File: src/hw/compare_timer_pkg.sv
// Constants and types shared by the triggered compare timer
package compare_timer_pkg;

  // Register byte addresses
  localparam logic [15:0] ADDR_CTRL0 = 16'hffb8;
  localparam logic [15:0] ADDR_STATUS = 16'hffb9;
  localparam logic [15:0] ADDR_CMP_A = 16'hffba;
  localparam logic [15:0] ADDR_CMP_B = 16'hffbb;
  localparam logic [15:0] ADDR_COUNT = 16'hffbc;
  localparam logic [15:0] ADDR_CTRL1 = 16'hffbd;

  // Reset values
  localparam logic [7:0] RST_CTRL0 = 8'h00;
  localparam logic [7:0] RST_STATUS = 8'h10;
  localparam logic [7:0] RST_CMP = 8'hff;
  localparam logic [7:0] RST_COUNT = 8'h00;
  localparam logic [7:0] RST_CTRL1 = 8'he2;
  localparam logic [7:0] COUNT_MAX = 8'hff;

  // timer_control_0 fields
  localparam int C0_IRQ_EN_B = 7;
  localparam int C0_IRQ_EN_A = 6;
  localparam int C0_WRAP_EN = 5;
  localparam int C0_CLR_HI = 4;
  localparam int C0_CLR_LO = 3;
  localparam int C0_CKS_HI = 2;

  // timer_control_status fields
  localparam int ST_FLAG_HI = 7;
  localparam int ST_FLAG_LO = 5;
  localparam int ST_OS_HI = 3;

  // timer_control_1 fields
  localparam int C1_EDGE_HI = 4;
  localparam int C1_EDGE_LO = 3;
  localparam int C1_TRIG_EN = 2;
  localparam int C1_TAP_SEL = 0;
  localparam logic [2:0] C1_FIXED_ONES = 3'h7;

  // Clear source codes
  localparam logic [1:0] CLR_NONE = 2'h0;
  localparam logic [1:0] CLR_MATCH_A = 2'h1;
  localparam logic [1:0] CLR_MATCH_B = 2'h2;
  localparam logic [1:0] CLR_EXT = 2'h3;

  // Clock select codes
  localparam logic [2:0] CKS_OFF = 3'h0;
  localparam logic [2:0] CKS_DIV4 = 3'h1;
  localparam logic [2:0] CKS_DIV16 = 3'h2;
  localparam logic [2:0] CKS_DIV64 = 3'h3;
  localparam logic [2:0] CKS_OFF2 = 3'h4;
  localparam logic [2:0] CKS_EXT_RISE = 3'h5;
  localparam logic [2:0] CKS_EXT_FALL = 3'h6;
  localparam logic [2:0] CKS_EXT_BOTH = 3'h7;

  // Prescaler tap indices: bit n-1 falls once per 2^n clocks
  localparam int TAP_DIV4 = 1;
  localparam int TAP_DIV8 = 2;
  localparam int TAP_DIV16 = 3;
  localparam int TAP_DIV32 = 4;
  localparam int TAP_DIV64 = 5;
  localparam int TAP_DIV128 = 6;
  localparam int PRESCALE_BITS_DEF = 7;

  // Trigger edge and output action codes
  localparam logic [1:0] EDGE_OFF = 2'h0;
  localparam logic [1:0] EDGE_RISE = 2'h1;
  localparam logic [1:0] EDGE_FALL = 2'h2;
  localparam logic [1:0] EDGE_BOTH = 2'h3;
  localparam logic [1:0] OUT_KEEP = 2'h0;
  localparam logic [1:0] OUT_LOW = 2'h1;
  localparam logic [1:0] OUT_HIGH = 2'h2;
  localparam logic [1:0] OUT_TOGGLE = 2'h3;

  typedef struct packed {
    logic rise;
    logic fall;
  } pin_edges_type;

endpackage : compare_timer_pkg

File: src/hw/pin_edge_sync.sv
// Two-stage pin synchroniser with edge detection
`timescale 1ns/1ps
`default_nettype none
module pin_edge_sync
  import compare_timer_pkg::*;
(
  // System
  input wire logic clk,
  input wire logic rst_n,
  // Pin and edges
  input wire logic pin,
  output pin_edges_type edges
);

  logic meta_r;
  logic sync_r;
  logic last_r;

  // Edges come only from the second and third stages
  always_ff @(posedge clk)
  begin
    if (!rst_n)
    begin
      meta_r <= 1'b0;
      sync_r <= 1'b0;
      last_r <= 1'b0;
    end
    else
    begin
      meta_r <= pin;
      sync_r <= meta_r;
      last_r <= sync_r;
    end
  end

  assign edges.rise = sync_r & ~last_r;
  assign edges.fall = ~sync_r & last_r;

endmodule : pin_edge_sync
`default_nettype wire

File: src/hw/tap_prescaler.sv
// Free-running prescaler giving a falling-edge pulse per tap
`timescale 1ns/1ps
`default_nettype none
module tap_prescaler #(
  parameter int BITS = 7
) (
  // System
  input wire logic clk,
  input wire logic rst_n,
  // Tap falling edges
  output logic [BITS-1:0] tap_fall
);

  logic [BITS-1:0] cnt_r;
  logic [BITS-1:0] last_r;

  if (BITS < 2)
  begin : g_chk
    $error("tap_prescaler needs at least two bits");
  end

  always_ff @(posedge clk)
  begin
    if (!rst_n)
    begin
      cnt_r <= '0;
      last_r <= '0;
    end
    else
    begin
      cnt_r <= cnt_r + 1'b1;
      last_r <= cnt_r;
    end
  end

  assign tap_fall = last_r & ~cnt_r;

endmodule : tap_prescaler
`default_nettype wire

File: src/hw/triggered_compare_timer.sv
// 8-bit triggered compare timer with register port and waveform output
// Overview of operation
// - Eight-bit up-counter, software read and write
// - Wrap from ff to 00 sets flag
// - Counter zero on reset and low power
// - Compare A continuous, skipped during its write
// - Compare B works like compare A
// - Compare registers reset to all ones
// - Match A request needs flag and enable
// - Match B request needs flag and enable
// - Wrap request needs flag and enable
// - Clear source: none, A, B, pin rise
// - Trigger mode halts counter after each clear
// - Without trigger, counting continues after clear
// - Internal taps divide by 4 to 128
// - Codes 000 and 100 stop the clock
// - External clock: rise, fall or both edges
// - Control register 0 clears on reset, low power
// - Status flags cleared only by writing zero, reset or low power
// - Trigger pin starts counting on chosen edge
// - Two matches drive the waveform output
// - Output action per channel, low after reset
// - Conflicts: toggle beats high beats low
// - Clear needs prior read of one
// - Edge field codes; enabling trigger halts counter
`timescale 1ns/1ps
`default_nettype none
module triggered_compare_timer
  import compare_timer_pkg::*;
#(
  parameter int PRESCALE_BITS = PRESCALE_BITS_DEF
) (
  // System
  input wire logic clk,
  input wire logic rst_n,
  // Power states
  input wire logic standby_mode,
  input wire logic sub_mode,
  // Register port
  input wire logic [15:0] addr,
  input wire logic [7:0] wdata,
  input wire logic wr,
  input wire logic rd,
  output logic [7:0] rdata,
  // Timer pins
  input wire logic ext_clock_pin,
  input wire logic ext_reset_pin,
  input wire logic trigger_pin,
  output logic wave_out_pin,
  // Interrupt requests
  output logic match_irq_a,
  output logic match_irq_b,
  output logic wrap_irq
);

  if (PRESCALE_BITS < TAP_DIV128 + 1)
  begin : g_chk
    $error("prescaler too short for the divide-by-128 tap");
  end

  logic [7:0] ctrl0_r;
  logic [3:0] out_sel_r;
  logic [2:0] flags_r;
  logic [2:0] armed_r;
  logic [1:0] edge_sel_r;
  logic trig_en_r;
  logic tap_sel_r;
  logic [7:0] cmp_a_r;
  logic [7:0] cmp_b_r;
  logic [7:0] count_r;
  logic [7:0] rdata_r;
  logic run_r;
  logic eq_a_last_r;
  logic eq_b_last_r;
  logic wave_r;

  logic [PRESCALE_BITS-1:0] tap_fall;
  pin_edges_type clk_edges;
  pin_edges_type rst_edges;
  pin_edges_type trg_edges;

  logic low_power;
  logic wr_ctrl0, wr_status, wr_cmp_a, wr_cmp_b, wr_count, wr_ctrl1, rd_status;
  logic [1:0] clr_sel;
  logic [2:0] cks;
  logic tick, tick_live;
  logic eq_a, eq_b, match_a, match_b;
  logic match_clear, ext_clear, clear_event, wrap_event, trig_hit;
  logic [2:0] flag_set, flag_clr;
  logic [1:0] act_a, act_b;
  logic [7:0] count_nxt;

  // Pin conditioning and prescaler
  pin_edge_sync u_clk_sync (.clk(clk), .rst_n(rst_n), .pin(ext_clock_pin), .edges(clk_edges));
  pin_edge_sync u_rst_sync (.clk(clk), .rst_n(rst_n), .pin(ext_reset_pin), .edges(rst_edges));
  pin_edge_sync u_trg_sync (.clk(clk), .rst_n(rst_n), .pin(trigger_pin), .edges(trg_edges));
  tap_prescaler #(.BITS(PRESCALE_BITS)) u_pre (.clk(clk), .rst_n(rst_n), .tap_fall(tap_fall));

  assign low_power = standby_mode | sub_mode;

  // Address decode
  always_comb
  begin
    wr_ctrl0 = 1'b0;
    wr_status = 1'b0;
    wr_cmp_a = 1'b0;
    wr_cmp_b = 1'b0;
    wr_count = 1'b0;
    wr_ctrl1 = 1'b0;
    if (wr && addr == ADDR_CTRL0)
      wr_ctrl0 = 1'b1;
    else if (wr && addr == ADDR_STATUS)
      wr_status = 1'b1;
    else if (wr && addr == ADDR_CMP_A)
      wr_cmp_a = 1'b1;
    else if (wr && addr == ADDR_CMP_B)
      wr_cmp_b = 1'b1;
    else if (wr && addr == ADDR_COUNT)
      wr_count = 1'b1;
    else if (wr && addr == ADDR_CTRL1)
      wr_ctrl1 = 1'b1;
  end

  assign rd_status = rd && addr == ADDR_STATUS;
  assign clr_sel = ctrl0_r[C0_CLR_HI:C0_CLR_LO];
  assign cks = ctrl0_r[C0_CKS_HI:0];

  // Count clock selection
  always_comb
  begin
    case (cks)
      CKS_DIV4: tick = tap_sel_r ? tap_fall[TAP_DIV8] : tap_fall[TAP_DIV4];
      CKS_DIV16: tick = tap_sel_r ? tap_fall[TAP_DIV32] : tap_fall[TAP_DIV16];
      CKS_DIV64: tick = tap_sel_r ? tap_fall[TAP_DIV128] : tap_fall[TAP_DIV64];
      CKS_EXT_RISE: tick = clk_edges.rise;
      CKS_EXT_FALL: tick = clk_edges.fall;
      CKS_EXT_BOTH: tick = clk_edges.rise | clk_edges.fall;
      default: tick = 1'b0;
    endcase
  end

  assign tick_live = tick & run_r;

  // A write to compare A hides its comparison for that cycle
  assign eq_a = (count_r == cmp_a_r) && !wr_cmp_a;
  assign eq_b = (count_r == cmp_b_r) && !wr_cmp_b;
  assign match_a = eq_a & ~eq_a_last_r;
  assign match_b = eq_b & ~eq_b_last_r;

  // Clear on match takes effect at the count edge after the match
  assign match_clear = (clr_sel == CLR_MATCH_A && eq_a) || (clr_sel == CLR_MATCH_B && eq_b);
  assign ext_clear = clr_sel == CLR_EXT && rst_edges.rise;
  assign clear_event = !wr_count && (ext_clear || (tick_live && match_clear));
  assign wrap_event = !wr_count && !ext_clear && tick_live && !match_clear
                      && count_r == COUNT_MAX;

  always_comb
  begin
    case (edge_sel_r)
      EDGE_RISE: trig_hit = trg_edges.rise;
      EDGE_FALL: trig_hit = trg_edges.fall;
      EDGE_BOTH: trig_hit = trg_edges.rise | trg_edges.fall;
      default: trig_hit = 1'b0;
    endcase
  end

  // Counter
  always_comb
  begin
    count_nxt = count_r;
    if (wr_count)
      count_nxt = wdata;
    else if (ext_clear)
      count_nxt = '0;
    else if (tick_live)
      count_nxt = match_clear ? 8'h00 : count_r + 8'h01;
  end

  always_ff @(posedge clk)
  begin
    if (!rst_n || low_power)
      count_r <= RST_COUNT;
    else
      count_r <= count_nxt;
  end

  // Run state: stopped by trigger mode, restarted by a trigger edge
  always_ff @(posedge clk)
  begin
    if (!rst_n || sub_mode)
      run_r <= 1'b1;
    else if (wr_ctrl1 && wdata[C1_TRIG_EN] && !trig_en_r)
      run_r <= 1'b0;
    else if (trig_en_r && clr_sel != CLR_NONE && clear_event)
      run_r <= 1'b0;
    else if (trig_en_r && trig_hit)
      run_r <= 1'b1;
    else if (!trig_en_r)
      run_r <= 1'b1;
  end

  // Compare registers
  always_ff @(posedge clk)
  begin
    if (!rst_n || low_power)
    begin
      cmp_a_r <= RST_CMP;
      cmp_b_r <= RST_CMP;
    end
    else
    begin
      if (wr_cmp_a)
        cmp_a_r <= wdata;
      if (wr_cmp_b)
        cmp_b_r <= wdata;
    end
  end

  always_ff @(posedge clk)
  begin
    if (!rst_n || low_power)
    begin
      eq_a_last_r <= 1'b0;
      eq_b_last_r <= 1'b0;
    end
    else
    begin
      eq_a_last_r <= eq_a;
      eq_b_last_r <= eq_b;
    end
  end

  // Control registers
  always_ff @(posedge clk)
  begin
    if (!rst_n || low_power)
      ctrl0_r <= RST_CTRL0;
    else if (wr_ctrl0)
      ctrl0_r <= wdata;
  end

  // Standby keeps timer_control_1, the other low-power states reset it
  always_ff @(posedge clk)
  begin
    if (!rst_n || sub_mode)
    begin
      edge_sel_r <= RST_CTRL1[C1_EDGE_HI:C1_EDGE_LO];
      trig_en_r <= RST_CTRL1[C1_TRIG_EN];
      tap_sel_r <= RST_CTRL1[C1_TAP_SEL];
    end
    else if (wr_ctrl1)
    begin
      edge_sel_r <= wdata[C1_EDGE_HI:C1_EDGE_LO];
      trig_en_r <= wdata[C1_TRIG_EN];
      tap_sel_r <= wdata[C1_TAP_SEL];
    end
  end

  always_ff @(posedge clk)
  begin
    if (!rst_n || low_power)
      out_sel_r <= RST_STATUS[ST_OS_HI:0];
    else if (wr_status)
      out_sel_r <= wdata[ST_OS_HI:0];
  end

  // Status flags {b, a, wrap}; a set in the clearing cycle wins
  assign flag_set = {match_b, match_a, wrap_event};
  assign flag_clr = wr_status ? (~wdata[ST_FLAG_HI:ST_FLAG_LO] & armed_r) : 3'h0;

  always_ff @(posedge clk)
  begin
    if (!rst_n || low_power)
    begin
      flags_r <= RST_STATUS[ST_FLAG_HI:ST_FLAG_LO];
      armed_r <= 3'h0;
    end
    else
    begin
      flags_r <= flag_set | (flags_r & ~flag_clr);
      armed_r <= rd_status ? (armed_r | flags_r) & ~flag_clr : armed_r & ~flag_clr;
    end
  end

  // Waveform output
  assign act_a = match_a ? out_sel_r[1:0] : OUT_KEEP;
  assign act_b = match_b ? out_sel_r[3:2] : OUT_KEEP;

  always_ff @(posedge clk)
  begin
    if (!rst_n || low_power)
      wave_r <= 1'b0;
    else if (act_a == OUT_TOGGLE || act_b == OUT_TOGGLE)
      wave_r <= ~wave_r;
    else if (act_a == OUT_HIGH || act_b == OUT_HIGH)
      wave_r <= 1'b1;
    else if (act_a == OUT_LOW || act_b == OUT_LOW)
      wave_r <= 1'b0;
  end

  assign wave_out_pin = wave_r;

  // Read data, one cycle after the strobe; unmapped reads give zero
  always_ff @(posedge clk)
  begin
    if (!rst_n)
      rdata_r <= 8'h00;
    else if (!rd)
      rdata_r <= 8'h00;
    else if (addr == ADDR_CTRL0)
      rdata_r <= ctrl0_r;
    else if (addr == ADDR_STATUS)
      rdata_r <= {flags_r, RST_STATUS[4], out_sel_r};
    else if (addr == ADDR_CMP_A)
      rdata_r <= cmp_a_r;
    else if (addr == ADDR_CMP_B)
      rdata_r <= cmp_b_r;
    else if (addr == ADDR_COUNT)
      rdata_r <= count_r;
    else if (addr == ADDR_CTRL1)
      rdata_r <= {C1_FIXED_ONES, edge_sel_r, trig_en_r, 1'b1, tap_sel_r};
    else
      rdata_r <= 8'h00;
  end

  assign rdata = rdata_r;

  // Requests are levels; they drop as soon as the flag or enable does
  assign match_irq_a = flags_r[1] & ctrl0_r[C0_IRQ_EN_A];
  assign match_irq_b = flags_r[2] & ctrl0_r[C0_IRQ_EN_B];
  assign wrap_irq = flags_r[0] & ctrl0_r[C0_WRAP_EN];
endmodule : triggered_compare_timer
`default_nettype wire

File: config.mk
export PLATFORM = sky130hd
export DESIGN_NAME = triggered_compare_timer
export DESIGN_NICKNAME = d
export VERILOG_FILES = /design/src/hw/compare_timer_pkg.sv /design/src/hw/pin_edge_sync.sv /design/src/hw/tap_prescaler.sv /design/src/hw/triggered_compare_timer.sv
export SDC_FILE = /design/constraint.sdc
export NUM_CORES = 1
export LEC_CHECK = 0
export BUFFER_PORTS_ARGS = -buffer_cell sky130_fd_sc_hd__buf_2
export CAP_MARGIN = 25
export CORE_ASPECT_RATIO = 0.9
export CORE_MARGIN = 2
export CORE_UTILIZATION = 53
export CTS_CLUSTER_DIAMETER = 150
export DETAILED_ROUTE_END_ITERATION = 10
export PLACE_DENSITY = 0.76
export SYNTH_ARGS = -nofsm -noshare
export SYNTH_HDL_FRONTEND = slang
export SYNTH_SLANG_ARGS = --single-unit
File: constraint.sdc
create_clock -name clk -period 2.6 [get_ports clk]
set_input_delay 0 -clock clk [delete_from_list [all_inputs] [get_ports clk]]
set_output_delay 0 -clock clk [all_outputs]
set_load 0.03 [all_outputs]
==> run metrics, run 1 <==
Via Count around 3400; Setup Viol. Count Final 0; area grow syn2layout 14.04%; I/O pin count 45; # diodes 0; Die W 95.19 um; CP Class reg2reg; outcome finished, final reports clean; TritonCTS Buffers 9; Gate power share 0.059; H-Tree Depth 3; First-pass DRT Iterations 4; met1 global-route usage 0.3800; largest net degree at the start of global routing 25; Final GP Congestion 1.039; Worst Setup End Kind register; Yosys reg bits 80; Clock Latency Late Sink roughly 0.37 ns; Initial Utilization 0.5549; sw power 596.5 uW; clock skew 0.01159 ns; # resized after CTS 0; Top FF cell, synth dfxtp_1; EDFF count, synth 0; layout cells sized above 1 0.1860; count of cell types in the netlist 53; YS warnings 0; async set-or-reset flop fraction in the synthesized netlist 0; maximum capacitance violations 0; Critical Path Fanout Max 11; core area 7148 um2; r2r worst-path depth 7; initial antenna violation count 0; Setup crit start kind register; Routed Antenna Nets 0; fill count roughly 600; Worst EP arrival 2.46 ns; Req. time, crit path 2.86 ns; endpoints failing hold 0; Switching Share 0.2653; met2 GRT Util 0.4020; f_max 0.4555 GHz; Max-slew headroom 0.6472; Mapped Avg Cell Area 8.873 um2; most frequent cells in the layout dfxtp_1, nor2_1, nand2_1, buf_2, mux2i_1; CTS tree yes; Max Slew Vio Count 0; Routed Wire Length 10400 um; DRT iter0 DRCs 270; drt drc 0; vias in the first global route around 3200; worst slew pin tran approximately 0.53 ns; part of the power in the clock network 0.388; Vias/cell 5.803; synthesized area 3966 um2; Tmin final 2.195 ns; post-detailed-route wirelength per cell approximately 18 um; Syn Inst Count 447; P per Cell Area 497.1 nW/um2; Net Count, Synth 486; most crowded layer after global routing met2; sequential area share after synthesis 0.4038; Final Cycle Share 0.8444; Final nets between 500 and 600; met3 GRT Util 0.07030; Clock Path Buffers 2; setup TNS 0 ns; WHS Path Cells 3; leak pwr 1.774 nW; worst vdd ir between 500 and 600 uV; part of the power in registers 0.553; Buffers on Ports 44; clock sinks 80; Pint 1.652 mW; GRT Util Overall 0.2712; first-pass GRT wire length approximately 17000 um; Die H 86.07 um; worst hold path class in2reg; total power ~2.2 mW; Std-Cell Rows 29; Die Area 8193 um2; RSZ-0062 raised after global routing no; most common cell after layout, fill and taps aside dfxtp_1; post-DP HPWL about 8000 um; grt ovf 0; Clock transition at path regs approximately 0.1 ns; CTS Root Cell clkbuf_8
==> cell families after synthesis <==
| kind of cell | share of synthesized area |
|---|---|
| simple gates | 0.2647 |
| flops | 0.4038 |
| compound gates | 0.1325 |
| buf+inv | 0.04259 |
| mux | 0.09117 |
| xor+xnor | 0.04637 |
| fa+ha+maj | 0.01893 |
==> synthesized netlist by cell type (5+ instances only) <==
library cell / instances / area (um2)
a21oi_1: 20 / 100.1
a22oi_1: 6 / 45.04
a32o_1: 7 / 70.07
and2_1: 23 / 143.9
and3_1: 5 / 31.28
buf_2: 6 / 30.03
clkbuf_1: 12 / 45.04
dfxtp_1: 80 / 1602
ha_1: 6 / 75.07
inv_1: 11 / 41.29
mux2_2: 5 / 56.30
mux2i_1: 26 / 260.3
nand2_1: 44 / 165.2
nand2b_1: 9 / 56.30
nand3_1: 9 / 45.04
nand4_1: 6 / 37.54
nand4b_1: 6 / 52.55
nor2_1: 48 / 180.2
nor3_1: 13 / 65.06
nor4_1: 5 / 31.28
o21ai_0: 21 / 105.1
xor2_1: 17 / 148.9
==> flip-flops by register name, indices dropped and copies added, names as in the netlist, 2 cells and up <==
signal	cells
armed_r	3
cmp_a_r	8
out_sel_r	4
cmp_b_r	8
u_pre.last_r	6
rdata	8
flags_r	3
count_r	8
u_pre.cnt_r	7
edge_sel_r	2
ctrl0_r	8
==> metal layers <==
layer / vias to the layer above / part of all wire
met1: 1628 / 0.45
met5: - / 0
met4: 0 / 0.013
li1: 1669 / -
met3: 13 / 0.092
met2: 131 / 0.45
==> power by group through the flow <==
stage / clock network [mW] / logic, mW / registers [mW]
2_1_floorplan: 0 / 0.0636 / 1.27
6_report: 0.873 / 0.133 / 1.24
3_3_place_gp: 0 / 0.116 / 1.27
3_5_place_dp: 0 / 0.119 / 1.27
5_1_grt: 0.942 / 0.143 / 1.24
4_1_cts: 0.884 / 0.131 / 1.24
==> critical path, stage by stage (launching register included) <==
cell and delay (ns):
dfxtp_1 0.51, nor2_1 0.10, a221oi_1 0.28, a211oi_1 0.09, o311a_1 0.51, nor2_2 0.22, nor2_1 0.13, a32o_1 0.26
==> worst paths after layout <==
check | slack, ns | startpoint | to
setup / recovery | 0.40 | tap_sel_r | count_r[2]
hold / removal | 0.01 | wdata[1] | out_sel_r[1]
setup reg to reg | 0.40 | tap_sel_r | count_r[2]
hold reg to reg | 0.44 | u_trg_sync.meta_r | u_trg_sync.sync_r
==> cell type report <==
| class | instances | area, um2 | area share |
|---|---|---|---|
| Clock buffer | 9 | 123.9 | 0.02739 |
| Tap cell | 93 | 116.4 | 0.02573 |
| Multi-Input combinational cell | 331 | 2196 | 0.4855 |
| Timing Repair Buffer | 62 | 382.9 | 0.08465 |
| Clock inverter | 7 | 61.31 | 0.01355 |
| Inverter | 11 | 41.29 | 0.009129 |
| Sequential cell | 80 | 1602 | 0.3541 |
==> through the flow <==
| stage | cell area (um2) | util | std cells | hold WS [ns] | setup slack, ns |
|---|---|---|---|---|---|
| 3_3_place_gp | 4228 | 0.5915 | 566 | 0.2042 | 0.4780 |
| 3_5_place_dp | 4228 | 0.5915 | 566 | 0.2094 | 0.4450 |
| 4_1_cts | 4523 | 0.6328 | 593 | 0.001380 | 0.4428 |
| 6_report | 4523 | 0.6328 | 593 | 0.01168 | 0.4045 |
| 5_1_grt | 4523 | 0.6328 | 593 | 0.003356 | 0.2111 |
| 2_1_floorplan | 3966 | - | 447 | 0.1273 | 0.6894 |
==> timing repair <==
| item | CTS | global route |
|---|---|---|
| endpoints found under the hold margin | 15 | 0 |
| hold buffers | 11 | 0 |
| buffers inserted | 0 | 0 |
Note: power is estimated with default switching activity, not from simulation.
==> run 2, diff against run 1 <==
clock period = 2.04 ns   (was 2.6 ns; I/O delays follow)
==> run 2 against run 1 <==
Sequential share of layout area shrank 2.2 points. Combinational power rose by 34%. Largest power group unchanged. Die area unchanged. Worst hold slack lost 0.0013 ns.
==> run metrics, run 2 (synthesis gave the netlist of run 1 again) <==
worst vdd ir 527.5 uV; worst hold path class in2reg; fill count 608; startpoint of the worst hold path wdata[2]; final core utilization 0.6781; Setup Viol. Count Final 0; I/O pin count 45; first-pass GRT wire length between 15000 and 20000 um; TritonCTS Buffers 9; core area 7148 um2; f_max 0.5115 GHz; Max-slew headroom 0.6663; total power 2.988 mW; Die W 95.19 um; Clock transition at path regs 0.08 ns; area grow syn2layout 22.21%; DR top layer met4; Worst EP arrival 2.23 ns; CP Class reg2reg; post-DP HPWL 8391 um; most frequent cells in the layout dfxtp_1, nor2_1, nand2_1, buf_2, buf_4; Std-Cell Rows 29; Critical Path Fanout Max 8; area of the multi-input gates approximately 2300 um2; DR WL met3 791 um; Via Count around 3700; Non-Filler Instances about 620; r2r startpoint tap_sel_r; Routed Wire Length 10990 um; grt ovf 0; worst slew pin tran 0.4987 ns; Placed Instances between 500 and 600; layout cells sized above 1 0.2665; Final nets 563; crit path from tap_sel_r; DRT iter0 DRCs between 150 and 200; RSZ-0062 raised after global routing no; Initial Utilization 0.5549; Final Cycle Share 0.9584; Reg area 1612 um2; vias in the first global route 3447; post-detailed-route wirelength per cell 17.67 um; maximum capacitance violations 0; clock skew 0.009652 ns; Max Slew Vio Count 0; CTS tree yes; met2 WL approximately 4800 um; CTS Root Cell clkbuf_8; clock sinks 80; largest net degree at the start of global routing 25; leak pwr between 1.5 and 2 nW; Routed Antenna Nets 0; First-pass DRT Iterations 5; Buffers on Ports 44; Worst Setup End Kind register; Met1 Wirelength 5158 um; outcome finished, final reports clean; drt drc 0; P per Cell Area 616.5 nW/um2; Die Area 8193 um2; most common cell after layout, fill and taps aside dfxtp_1; endpoints failing hold 0; Tmin final 1.955 ns; H-Tree Depth 3; Final GP Congestion 1.010; Clock Latency Late Sink 0.37 ns; GRT Util Overall 0.2823; initial antenna violation count 0; Clock Path Buffers 2; # diodes 0; Req. time, crit path between 2 and 2.5 ns; Setup crit start kind register; Vias/cell 5.913; hold_ws 0.01036 ns; Die H 86.07 um
## run 2: changes by cell type in the layout (fill, tap and decap cells not counted), moves of 3 or more
cell	delta
buf_4	+28
dfxtp_1	-8
dfxtp_2	+8
nor2_1	-3
nor2_2	+3
nor4_1	-3
nor4_2	+3
## run 2: final timing paths
path	endpoint	slack, ns	cells after the start
worst max-delay path	count_r[0]	0.08	9
worst min-delay path	cmp_a_r[2]	0.01	3
worst max register to register	count_r[0]	0.08	9
worst min register to register	u_rst_sync.sync_r	0.44	1
## run 2: layout make-up
| class | instances | area share |
|---|---|---|
| multi-input cells | 331 | 0.4672 |
| flip-flops and latches | 80 | 0.3325 |
| repair buffers | 91 | 0.1249 |
| clock buffers | 9 | 0.02556 |
| well taps | 93 | 0.02401 |
| clock inverters | 7 | 0.01729 |
| inverters | 11 | 0.008518 |
## run 2: worst max-delay path, cell delays in order (launching register included)
cell and delay [ns]:
dfxtp_2 0.44, nor2_1 0.08, a32o_1 0.20, and3_1 0.17, o311a_1 0.28, buf_4 0.16
nor2_2 0.14, buf_4 0.13, nand2_1 0.05, a31oi_1 0.21
## run 2: what timing repair did
action,in CTS,in global routing
setup endpoints to repair,7,12
hold buffers,10,0
setup buffers,0,1
hold endpoints to repair,15,0
resized for setup,2,21
pin swaps,0,8
## run 2: power by group
| part | internal (mW) | switching, mW |
|---|---|---|
| combinational | 0.0767 | 0.101 |
| sequential | 1.57 | 0.00851 |
| clock | 0.588 | 0.639 |
| total | 2.24 | 0.749 |
## run 2: metal layers
metal	vias to the layer above	GRT usage
li1	1725	-
met1	1781	0.3958
met3	21	0.06063
met2	151	0.4385
met5	-	0
met4	0	0.07905
## run 2: metrics by stage
stage | instance area [um2] | worst slack, ns | setup TNS (ns)
2_1_floorplan | 3966 | 0.1294 | 0
3_3_place_gp | 4446 | 0.001015 | 0
3_5_place_dp | 4446 | -0.006516 | -0.006516
4_1_cts | 4762 | 0.004941 | 0
5_1_grt | 4847 | 0.004441 | 0
6_report | 4847 | 0.08479 | 0
==> run 3, diff against run 2 <==
GPL_TIMING_DRIVEN = 0   (was not set)
PLACE_DENSITY = not set   (was 0.76)
PLACE_DENSITY_LB_ADDON = 0.08   (was not set)
==> run 3 against run 2 <==
Global-route usage decreased by 0.52 points. Non-clock buffer count decreased by 21. Die area unchanged. Final cell count decreased by 3.4%. Largest cell class unchanged. Worst hold slack improved by 0.023 ns. Sequential cell count unchanged. Setup slack got worse by 0.029 ns. Register-to-register slack got worse by 0.03 ns. Maximum frequency decreased by 1.5%.
==> run metrics, run 3 (synthesis gave the netlist of run 1 again) <==
Critical Path Fanout Max 7; Placed Instance Area 4288 um2; Worst path top cell family by delay simple AND/OR/NAND/NOR gates; CP max stage delay 0.37 ns; Die H 86.07 um; leak pwr 1.799 nW; Max Slew Vio Count 0; Gate power share 0.061; post-DP HPWL around 7700 um; Routed Antenna Nets 0; initial antenna violation count 0; Vias/cell 5.827; drt drc 0; hold_ws 0.03342 ns; Setup crit start kind register; WP buf/inv 0; Std-Cell Rows 29; area grow syn2layout 16.37%; area of the multi-input gates 2256 um2; total power between 2 and 3 mW; Initial Utilization 0.5549; Clock Latency Late Sink 0.35 ns; GRT Util Overall 0.2771; Die W 95.19 um; Max-slew headroom 0.4060; part of the power in registers 0.565; fill count about 640; CTS Root Cell clkbuf_8; P per Cell Area between 600 and 700 nW/um2; clock skew ~0.0063 ns; First-pass DRT Iterations 5; Pint 2.087 mW; Clock transition at path regs roughly 0.080 ns; layout cells sized above 1 0.2165; maximum capacitance violations 0; Worst EP arrival around 2.2 ns; worst hold path class in2reg; DRT iter0 DRCs 206; sw power 714.0 uW; outcome finished, final reports clean; Routed Wire Length 10590 um; largest net degree at the start of global routing 15; Tmin final 1.984 ns; RSZ-0062 raised after global routing no; TritonCTS Buffers 9; f_max 0.5040 GHz; Clock Path Buffers 2; post-detailed-route wirelength per cell 17.61 um; Die Area 8193 um2; worst vdd ir about 440 uV; crit path cell chain xor2_1, nor4_2, nand4b_1, o32a_4, nand2b_1, a211oi_2, o21bai_1; vias in the first global route 3405; Req. time, crit path 2.28 ns; Reg area about 1600 um2; Buffers on Ports 41; endpoints failing hold 0; H-Tree Depth 3; most common cell after layout, fill and taps aside dfxtp_1; Switching Share 0.2549; slowest CP cell dfxtp_1; fin area 4616 um2; # diodes 0; Via Count ~3500; Final Cycle Share 0.9727; I/O pin count 45; grt ovf 0; worst slew pin tran roughly 0.9 ns; clock sinks 80; Final nets 542; first-pass GRT wire length 17190 um; CP Class reg2reg; Worst Setup End Kind register; CTS tree yes; part of the power in the clock network 0.374; core area around 7100 um2; most frequent cells in the layout dfxtp_1, nor2_1, nand2_1; Final GP Congestion 0.9053; setup TNS 0 ns; Setup Viol. Count Final 0
[run 3: changes by cell type in the layout (fill, tap and decap cells not counted), moves of 2 or more]
cell,delta
buf_1,+2
buf_4,-30
buf_6,+2
clkbuf_1,+9
clkinv_2,+2
dlygate4sd3_1,-2
inv_6,-2
[run 3: area by class of cell]
type / instances / share of cell area
Tap cell: 93 / 0.02521
Inverter: 11 / 0.008946
Sequential cell: 80 / 0.3500
Clock inverter: 6 / 0.009488
Multi-Input combinational cell: 331 / 0.4887
Clock buffer: 10 / 0.02765
Timing Repair Buffer: 51 / 0.06506
Buffer: 19 / 0.02494
[run 3: metal layers]
| layer | vias to the layer above | global-route usage | wire [um] |
|---|---|---|---|
| met5 | - | 0 | 0 |
| met4 | 0 | 0.08696 | 233 |
| met3 | 18 | 0.06678 | 949 |
| met2 | 162 | 0.4334 | 4769 |
| met1 | 1637 | 0.3778 | 4633 |
| li1 | 1685 | - | - |
[run 3: what timing repair did]
| item | CTS | global route |
|---|---|---|
| endpoints found under the setup margin | 9 | 10 |
| setup buffers | 0 | 2 |
| resized for setup | 11 | 17 |
| pin swaps | 3 | 10 |
| endpoints found under the hold margin | 9 | 0 |
| gates cloned | 0 | 0 |
| hold buffers | 8 | 0 |
[run 3: path summary, 6_finish.rpt]
path	slack [ns]	cells past startpoint	from	endpoint
max reg2reg	0.06	7	cmp_a_r[2]	run_r
max	0.06	7	cmp_a_r[2]	run_r
min	0.03	3	wdata[1]	cmp_a_r[1]
min reg2reg	0.44	1	u_rst_sync.meta_r	u_rst_sync.sync_r
[run 3: per-stage QoR]
stage	cells	setup WS (ns)	util
2_1_floorplan	447	0.1294	-
3_3_place_gp	581	-0.2095	0.5999
3_5_place_dp	581	-0.2222	0.5999
4_1_cts	601	-0.01763	0.6373
5_1_grt	601	0.002677	0.6457
6_report	601	0.05570	0.6457
[run 3: power by group through the flow]
stage / sequential (mW) / clock (mW) / combinational, mW
global route: 1.59 / 1.14 / 0.189
detailed placement: 1.62 / 0 / 0.156
floorplan: 1.62 / 0 / 0.0811
CTS: 1.58 / 1.07 / 0.168
finish: 1.58 / 1.05 / 0.171
global placement: 1.62 / 0 / 0.153
[run 3: tightest hold or removal path, stage by stage]
cell,delay [ns]
buf_2,0.19
mux2i_1,0.10
nand2_1,0.06
